<file path="src/logic/bucd_defines.svh">
`ifndef BUCD_DEFINES_SVH
`define BUCD_DEFINES_SVH

// Width of the count and of each limit
`define BUCD_WIDTH      8
// Reset value of the count and of both captured limits
`define BUCD_CNT_RST    8'h00
// Reset level of every synchroniser stage
`define BUCD_SYNC_RST   1'b0
// Count bit whose carry and borrow terms are watched most closely
`define BUCD_WATCH_BIT  2
// Low count bits that feed the watched bit
`define BUCD_LOW_HI     1
`define BUCD_LOW_LO     0
// Low-bit patterns that toggle the watched bit
`define BUCD_LOW_ONES   2'h3
`define BUCD_LOW_ZEROS  2'h0

`endif

</file>
<file path="src/logic/bucd_pkg.sv">
package bucd_pkg;
  `include "bucd_defines.svh"

  // Counter phase, Gray ordered: preload then count
  typedef enum logic [0:0] {
    BUCD_ST_PRELOAD = 1'b0,
    BUCD_ST_COUNT   = 1'b1
  } bucd_mode_t;

  // Both limit values as driven by the external logic
  typedef struct packed {
    logic [`BUCD_WIDTH-1:0] lower;
    logic [`BUCD_WIDTH-1:0] upper;
  } bucd_limits_t;

  // Whole state of the counter
  typedef struct packed {
    bucd_mode_t             mode;
    logic [`BUCD_WIDTH-1:0] count;
    logic [`BUCD_WIDTH-1:0] lower;
    logic [`BUCD_WIDTH-1:0] upper;
    logic                   up_n;
    logic                   lower_loaded;
    logic                   upper_loaded;
    logic                   lclk_q;
    logic                   uclk_q;
    logic                   oe_q;
  } bucd_state_t;
endpackage

</file>
<file path="src/logic/bucd_sync.sv">
`timescale 1ns/100ps
`include "bucd_defines.svh"

module bucd_sync #(
  parameter int W = 1
) (
  input  wire logic         clk_sys,  // State-register clock
  input  wire logic         reset_n,  // Synchronous reset, active low
  input  wire logic [W-1:0] async_in, // Inputs from outside the clock domain
  output logic      [W-1:0] sync_out  // Filtered, settled levels
);
  typedef struct packed {
    logic [W-1:0] s1;
    logic [W-1:0] s2;
    logic [W-1:0] s3;
    logic [W-1:0] filt;
  } bucd_sync_state_t;

  bucd_sync_state_t st_q;
  bucd_sync_state_t st_d;

  // Stage one feeds only stage two; a bit moves once stages two and three agree
  always_comb begin
    st_d      = st_q;
    st_d.s1   = async_in;
    st_d.s2   = st_q.s1;
    st_d.s3   = st_q.s2;
    st_d.filt = (st_q.s2 & st_q.s3) | (st_q.filt & (st_q.s2 | st_q.s3));
  end

  // Reset clears all stages so no false edge shows after release
  always_ff @(posedge clk_sys) begin
    if (!reset_n) begin
      st_q <= {$bits(bucd_sync_state_t){`BUCD_SYNC_RST}};
    end else begin
      st_q <= st_d;
    end
  end

  assign sync_out = st_q.filt;
endmodule

</file>
<file path="src/logic/bucd_counter.sv">
`timescale 1ns/100ps
`include "bucd_defines.svh"

// Overview of operation
// Lower limit captured on lower-limit clock rise
// Upper limit captured on upper-limit clock rise
// Outside logic preloads both limits first
// After preload, run from last limit onward
// Reverse at each limit, bounce continuously
// Lower preload toggles bits differing from limit
// Upper preload toggles bits differing from limit
// Counting up: bit2 toggles when bits0,1 high
// Counting down: bit2 toggles when bits0,1 low
// Direction and equality flags are active low
// Count state on its own state clock
// Outputs enabled by pin or product term
// Reset clears count, direction, preload done
// Count and limits are eight bits wide
module bucd_counter (
  input  wire logic                   clk_sys,               // State-register clock, 100 MHz
  input  wire logic                   reset_n,               // Synchronous reset, active low
  input  wire logic                   lower_limit_clock,     // Lower-limit capture clock pin
  input  wire logic                   upper_limit_clock,     // Upper-limit capture clock pin
  input  wire bucd_pkg::bucd_limits_t limit_in,              // Lower and upper limit values
  input  wire logic                   count_output_enable_n, // Output enable pin, active low
  input  wire logic                   oe_select,             // High: product-term enable
  output logic [`BUCD_WIDTH-1:0]      count_out,             // Count value
  output logic                        count_oe,              // Count outputs driven when high
  output logic                        preload_done           // Both limits loaded
);
  import bucd_pkg::*;

  localparam int W    = `BUCD_WIDTH;
  localparam int SW   = 2 + 2 * W + 1;

  bucd_state_t          st_q;
  bucd_state_t          st_d;
  logic [SW-1:0]        sync_q;
  logic                 lclk_s;
  logic                 uclk_s;
  logic                 oe_pin_s;
  bucd_limits_t         lim_s;
  logic                 edge_l;
  logic                 edge_u;
  logic                 at_upper_limit_n;
  logic                 at_lower_limit_n;
  logic [W-1:0]         tog_up;
  logic [W-1:0]         tog_dn;
  logic [W-1:0]         tog;

  // Limit clocks, limit data and the enable pin all settle through one chain,
  // so data and its clock edge arrive with the same latency.
  // The enable pin enters inverted: its idle level then equals the cleared
  // level of the chain, so no false enable shows in the cycles after reset
  bucd_sync #(
    .W (SW)
  ) u_sync (
    .clk_sys  (clk_sys),
    .reset_n  (reset_n),
    .async_in ({lower_limit_clock, upper_limit_clock, limit_in, ~count_output_enable_n}),
    .sync_out (sync_q)
  );

  assign lclk_s     = sync_q[SW-1];
  assign uclk_s     = sync_q[SW-2];
  assign lim_s      = sync_q[SW-3:1];
  assign oe_pin_s   = sync_q[0];

  // Rising edges of the settled limit clocks
  assign edge_l = lclk_s & ~st_q.lclk_q;
  assign edge_u = uclk_s & ~st_q.uclk_q;

  // Equality flags are low while the count sits on a limit
  assign at_upper_limit_n = (st_q.count != st_q.upper);
  assign at_lower_limit_n = (st_q.count != st_q.lower);

  // Toggle terms of a binary counter built from T flip-flops
  for (genvar i = 0; i < W; i++) begin : g_tog
    if (i == 0) begin : g_lsb
      assign tog_up[i] = 1'b1;
      assign tog_dn[i] = 1'b1;
    end else begin : g_bit
      assign tog_up[i] = &st_q.count[i-1:0];
      assign tog_dn[i] = ~|st_q.count[i-1:0];
    end
  end

  // Next state; a preload edge outranks counting in the same cycle
  always_comb begin
    st_d        = st_q;
    tog         = '0;
    st_d.lclk_q = lclk_s;
    st_d.uclk_q = uclk_s;
    if (edge_l) begin
      st_d.lower        = lim_s.lower;
      st_d.lower_loaded = 1'b1;
      tog               = st_q.count ^ lim_s.lower;
    end
    if (edge_u) begin
      st_d.upper        = lim_s.upper;
      st_d.upper_loaded = 1'b1;
      tog               = st_q.count ^ lim_s.upper;
    end
    if (edge_l || edge_u) begin
      // Head away from whichever limit was loaded last
      st_d.up_n = edge_u;
      if (st_d.lower_loaded && st_d.upper_loaded) begin
        st_d.mode = BUCD_ST_COUNT;
      end
    end else if (st_q.mode == BUCD_ST_COUNT) begin
      if (!st_q.up_n) begin
        if (!at_upper_limit_n) begin
          st_d.up_n = 1'b1;
          // Equal limits leave nothing to travel, so the count holds
          tog = at_lower_limit_n ? tog_dn : '0;
        end else begin
          tog = tog_up;
        end
      end else begin
        if (!at_lower_limit_n) begin
          st_d.up_n = 1'b0;
          tog = at_upper_limit_n ? tog_up : '0;
        end else begin
          tog = tog_dn;
        end
      end
    end
    st_d.count = st_q.count ^ tog;
    // Product term keeps outputs off until the count is meaningful
    st_d.oe_q = oe_select ? (st_d.mode == BUCD_ST_COUNT) : oe_pin_s;
  end

  // Count state runs only on the state-register clock
  always_ff @(posedge clk_sys) begin
    if (!reset_n) begin
      st_q.mode         <= BUCD_ST_PRELOAD;
      st_q.count        <= `BUCD_CNT_RST;
      st_q.lower        <= `BUCD_CNT_RST;
      st_q.upper        <= `BUCD_CNT_RST;
      st_q.up_n         <= 1'b0;
      st_q.lower_loaded <= 1'b0;
      st_q.upper_loaded <= 1'b0;
      st_q.lclk_q       <= 1'b0;
      st_q.uclk_q       <= 1'b0;
      st_q.oe_q         <= 1'b0;
    end else begin
      st_q <= st_d;
    end
  end

  assign count_out    = st_q.count;
  assign count_oe     = st_q.oe_q;
  assign preload_done = (st_q.mode == BUCD_ST_COUNT);

  logic counting_up;
  logic counting_dn;
  assign counting_up = preload_done & ~st_q.up_n & at_upper_limit_n & ~edge_l & ~edge_u;
  assign counting_dn = preload_done & st_q.up_n & at_lower_limit_n & ~edge_l & ~edge_u;
endmodule

</file>
<file path="config.mk">
export PLATFORM = sky130hd
export DESIGN_NAME = bucd_counter
export DESIGN_NICKNAME = d
export VERILOG_FILES = /design/src/logic/bucd_pkg.sv /design/src/logic/bucd_sync.sv /design/src/logic/bucd_counter.sv
export VERILOG_INCLUDE_DIRS = /design/src /design/src/logic
export SDC_FILE = /design/constraint.sdc
export NUM_CORES = 1
export LEC_CHECK = 0
export ABC_AREA = 1
export BUFFER_PORTS_ARGS = -buffer_cell sky130_fd_sc_hd__buf_2
export CORE_MARGIN = 8
export CORE_UTILIZATION = 49
export CTS_BUF_LIST = sky130_fd_sc_hd__clkbuf_16
export DETAILED_ROUTE_END_ITERATION = 6
export PLACE_DENSITY = 0.71
export SLEW_MARGIN = 40
export SYNTH_ARGS = -nofsm -noshare
export SYNTH_HDL_FRONTEND = slang
export SYNTH_HIERARCHICAL = 1
export SYNTH_SLANG_ARGS = --single-unit
</file>
<file path="constraint.sdc">
create_clock -name clk_sys -period 1.36 [get_ports clk_sys]
set_input_delay 0.204 -clock clk_sys [delete_from_list [all_inputs] [get_ports clk_sys]]
set_output_delay 0.204 -clock clk_sys [all_outputs]
set_load 0.02 [all_outputs]
</file>
==> summary.md <==
| Metric | Value |
|---|---|
| Run status | finished with violations |
| Failing checks | negative setup slack |
| Static leakage power | around 2.7 nW |
| First-pass GRT wire length | ~15000 um |
| Async set-or-reset flop fraction in the synthesized netlist | 0 |
| Internal reg-to-reg setup slack | -0.28 ns |
| Critical-path top delay cell | sky130_fd_sc_hd__dfxtp_4 |
| Synthesized area divided by synthesized cell count | between 7 and 8 um^2 |
| Type of element capturing the critical path | register |
| Core area | between 8000 and 9000 um^2 |
| Cell at the root of the clock tree | sky130_fd_sc_hd__clkbuf_16 |
| Area share of xor/xnor cells in the synthesized design | 0.0256 |
| Power density normalized to cell area | 1140 nW/um^2 |
| Total DRC errors in the routed layout | 0 |
| RSZ-0062 raised after global routing | yes |
| Warnings from Yosys | 6 |
| Final wirelength | 9600 um |
| Met2 Routed Length | between 4000 and 5000 um |
| Min-Delay Startpoint | limit_in[3] |
| Required time of the critical path | between 1.5 and 2 ns |
| Post-synthesis share of cell area spent on and, or, nand and nor gates | 0.212 |
| Worst Reg2Reg Path Length in Cells | 13 |
| Sequential cell area fraction in the yosys report | 0.481 |
| Compound-cell area share of the yosys netlist | 0.114 |
| Detailed route wirelength on metal3 | approximately 570 um |
| I/O Pins | 32 |
| Clock latency on the worst-skew pair | roughly 0.34 ns |
| Max-cap violations | 0 |
| Area of the mapped netlist | around 4500 um^2 |
| Startpoint of the lowest-slack register-to-register path | count_out[0] |
| Clock transition time at the flip-flop clock pins of the worst setup and hold paths | around 0.08 ns |
| Die boundary height | 111 um |
| Number of detailed-route iterations in the first pass | 4 |
| Top Layer Used | met4 |
| Clock tree from TritonCTS | done |
| Post-synth EDFFs | 0 |
| Top cells by count, synth | 143 x sky130_fd_sc_hd__nand2_1, 107 x sky130_fd_sc_hd__dfxtp_1, 92 x sky130_fd_sc_hd__inv_1 |
| Path type of the worst min-delay path | in -> reg |
| DIE AREA | 12400 um^2 |
| Share of layout cells above drive strength 1 | 0.317 |
| Largest family of logic cells by synthesized area | simple AND/OR/NAND/NOR gates |
| Final weighted congestion in routability-driven placement | 0.931 |
| Global router's overall resource usage | 0.146 |
| Met1 Wirelength | 4270 um |
| Total CTS buffers | 9 |
| Adder-Cell Fraction of Synth Area | 0 |
| Count of cell types in the netlist | 33 |
| Number of input and output port buffers inserted | 31 |
| Final standard cell count with taps included and fillers excluded | 762 |
| Slew at the pin closest to its max-slew limit | 0.371 ns |
| Dominant cell type by count on the critical path | sky130_fd_sc_hd__nand2_4 |
| Final-report hold violation count | 0 |
| Number of rows in the core area | 34 |
| Endpoint of the most critical register-to-register path | count_out[4] |
| Post-place instance area | 4810 um^2 |
| Chip Width | 111 um |
| Total number of vias | 3663 |
| Largest area contributor in the synthesized netlist | sky130_fd_sc_hd__dfxtp_1 |
| Sum of buffers and inverters on the critical path | 3 |
| Routed WL per cell | 12.6 um |
| Worst IR drop on VDD | 0.00103 V |
| Maximum clock insertion buffer count | 2 |
| Timing-limited maximum frequency | approximately 610 MHz |
| Syn nets | between 600 and 700 |
| Class of the most critical setup path | reg -> reg |
| Predominant post-synthesis flop cell | sky130_fd_sc_hd__dfxtp_1 |
| Flops & latches, synth | 107 |
| Final slew viol count | 0 |
| Layout net count | 671 |
| Largest clock skew in the final design | 0.00701 ns |
| PnR worst setup slack | -0.282 ns |
| Sequence of cells on the critical path | inv_6, nand2_2, nand2_2, nand2_4, nor2_4, nand2_4, buf_12, nand2_4, inv_2, nand2_1, nand3_2, a21oi_1, nor2_1 |
| Slew HR | 0.753 |
| Instance count after placement with tap cells included | 729 |
| Min cycle time layout | 1.64 ns |
| Final std cell area, no fill | 5560 um^2 |
| Clock sink count | around 110 |
| Worst min-delay path endpoint | u_sync/st_d[42] |
| Setup Viol. Count Final | 9 |
| Iteration-0 DRC count of the detailed router | 148 |
| Category of the worst setup path launch point | register |
| Final Cycle Share | 1.21 |
| Cell with the most instances after synthesis | sky130_fd_sc_hd__nand2_1 |
| Core occupancy in the finished layout | 0.635 |
| Grt ovf | 0 |
| Max Fanout on Critical Path | 6 |
| Antenna violations before repair | 0 |
| Worst hold path cell count | 3 |
| Synthesized instance count | between 500 and 600 |
| Ranking of synthesized cells by area | sky130_fd_sc_hd__dfxtp_1 48%, sky130_fd_sc_hd__nand2_1 12%, sky130_fd_sc_hd__inv_1 7.8% |
| P&R area growth vs syn | 25.0% |
| N_diodes | 0 |
| Area share of the leading cell type in the synthesized netlist | 0.481 |
| Maximum level of the CTS H-tree | 3 |
| Pin count of the biggest net entering global routing | 74 |
| Half-perimeter wire length of the detailed placement result | 6360 um |
| Initial core utilization | 0.508 |
| Vias in the first global route | about 3500 |
| Mux cell area share after synthesis | 0 |
| Top cell family by delay on the critical path | simple AND/OR/NAND/NOR gates |
| Crit path DAT | 1.87 ns |
| Max incr delay on CP | between 0.3 and 0.4 ns |
| Number of vias per cell after detailed routing | roughly 4.8 |
| Number of antenna-violating nets in the routed design | 0 |
## metal layers
layer | up-vias | GRT usage
met4 | 0 | 0.0578
met1 | 1633 | 0.176
met5 | - | 0
met2 | 112 | 0.234
met3 | 25 | 0.0476
li1 | 1893 | -
## through the flow
step / setup slack, ns / TNS [ns] / total power, mW / hold slack (ns)
floorplan: -0.100 / -0.464 / 3.45 / 0.297
global placement: -0.179 / -1.21 / 3.50 / 0.385
detailed placement: -0.237 / -1.60 / 3.51 / 0.387
CTS: -0.181 / -1.26 / 6.38 / 0.0280
global route: -0.349 / -2.44 / 6.54 / 0.0294
finish: -0.282 / -1.66 / 6.33 / 0.0388
## registers in the layout, indices dropped and copies added, names as in the netlist
register / flops
st_q: 21
u_sync/sync_out: 19
u_sync/st_d: 38
preload_done: 1
u_sync/st_q: 19
count_out: 8
count_oe: 1
## placed cells by master, fill, tap and decap left out, drive strengths merged, types with 2 or more instances in the layout
cell	n
clkbuf	9
nand3	18
nor2	50
xnor2	13
inv	105
clkinv	2
a21oi	43
buf	96
o221ai	4
o21ai	39
nand2	152
o22ai	2
bufinv	2
dfxtp	107
nand4	2
o211ai	3
nor3	2
a31oi	2
## power breakdown
| group | switching (mW) | leakage [nW] | internal (mW) |
|---|---|---|---|
| logic | 0.131 | 1.68 | 0.0959 |
| registers | 0.0307 | 0.879 | 3.19 |
| clock network | 1.22 | 0.167 | 1.67 |
| total | 1.38 | 2.73 | 4.96 |
## cell families after synthesis
group	count (synthesis)
and+or+nand+nor	225
buffers and inverters	148
DFF	107
AOI/OAI and AO/OA	95
xor gates and xnor gates	13
## area by class of cell
class                   instances  area (um^2)
inverters                     102          410
flip-flops and latches        107         2170
fillers                       731         3200
clock buffers                   9          225
multi-input cells             333         1820
repair buffers                 96          683
well taps                     108          135
clock inverters                 7          116
## how the worst max path moves through the flow
stage | start | to | slack [ns] | cells past startpoint
6_report | count_out[0] | count_out[4] | -0.28 | 13
5_1_grt | count_out[0] | count_out[5] | -0.35 | 14
3_5_place_dp | count_out[1] | count_out[4] | -0.24 | 13
3_3_place_gp | count_out[0] | count_out[4] | -0.18 | 14
4_1_cts | count_out[0] | count_out[7] | -0.18 | 13
2_1_floorplan | u_sync/sync_out[18] | count_out[5] | -0.10 | 11
## worst min-delay path, stage by stage
cell,delay (ns)
sky130_fd_sc_hd__buf_2,0.08
sky130_fd_sc_hd__nand2_1,0.04
sky130_fd_sc_hd__inv_1,0.04
## repair_timing
item	in CTS	in global routing
cloned	0	0
setup buffers	8	9
pin swaps	12	29
hold endpoints to repair	0	0
gates resized for setup	29	57
hold buffers	0	0
endpoints found under the setup margin	9	12
Power figures use the tool's default switching activity.
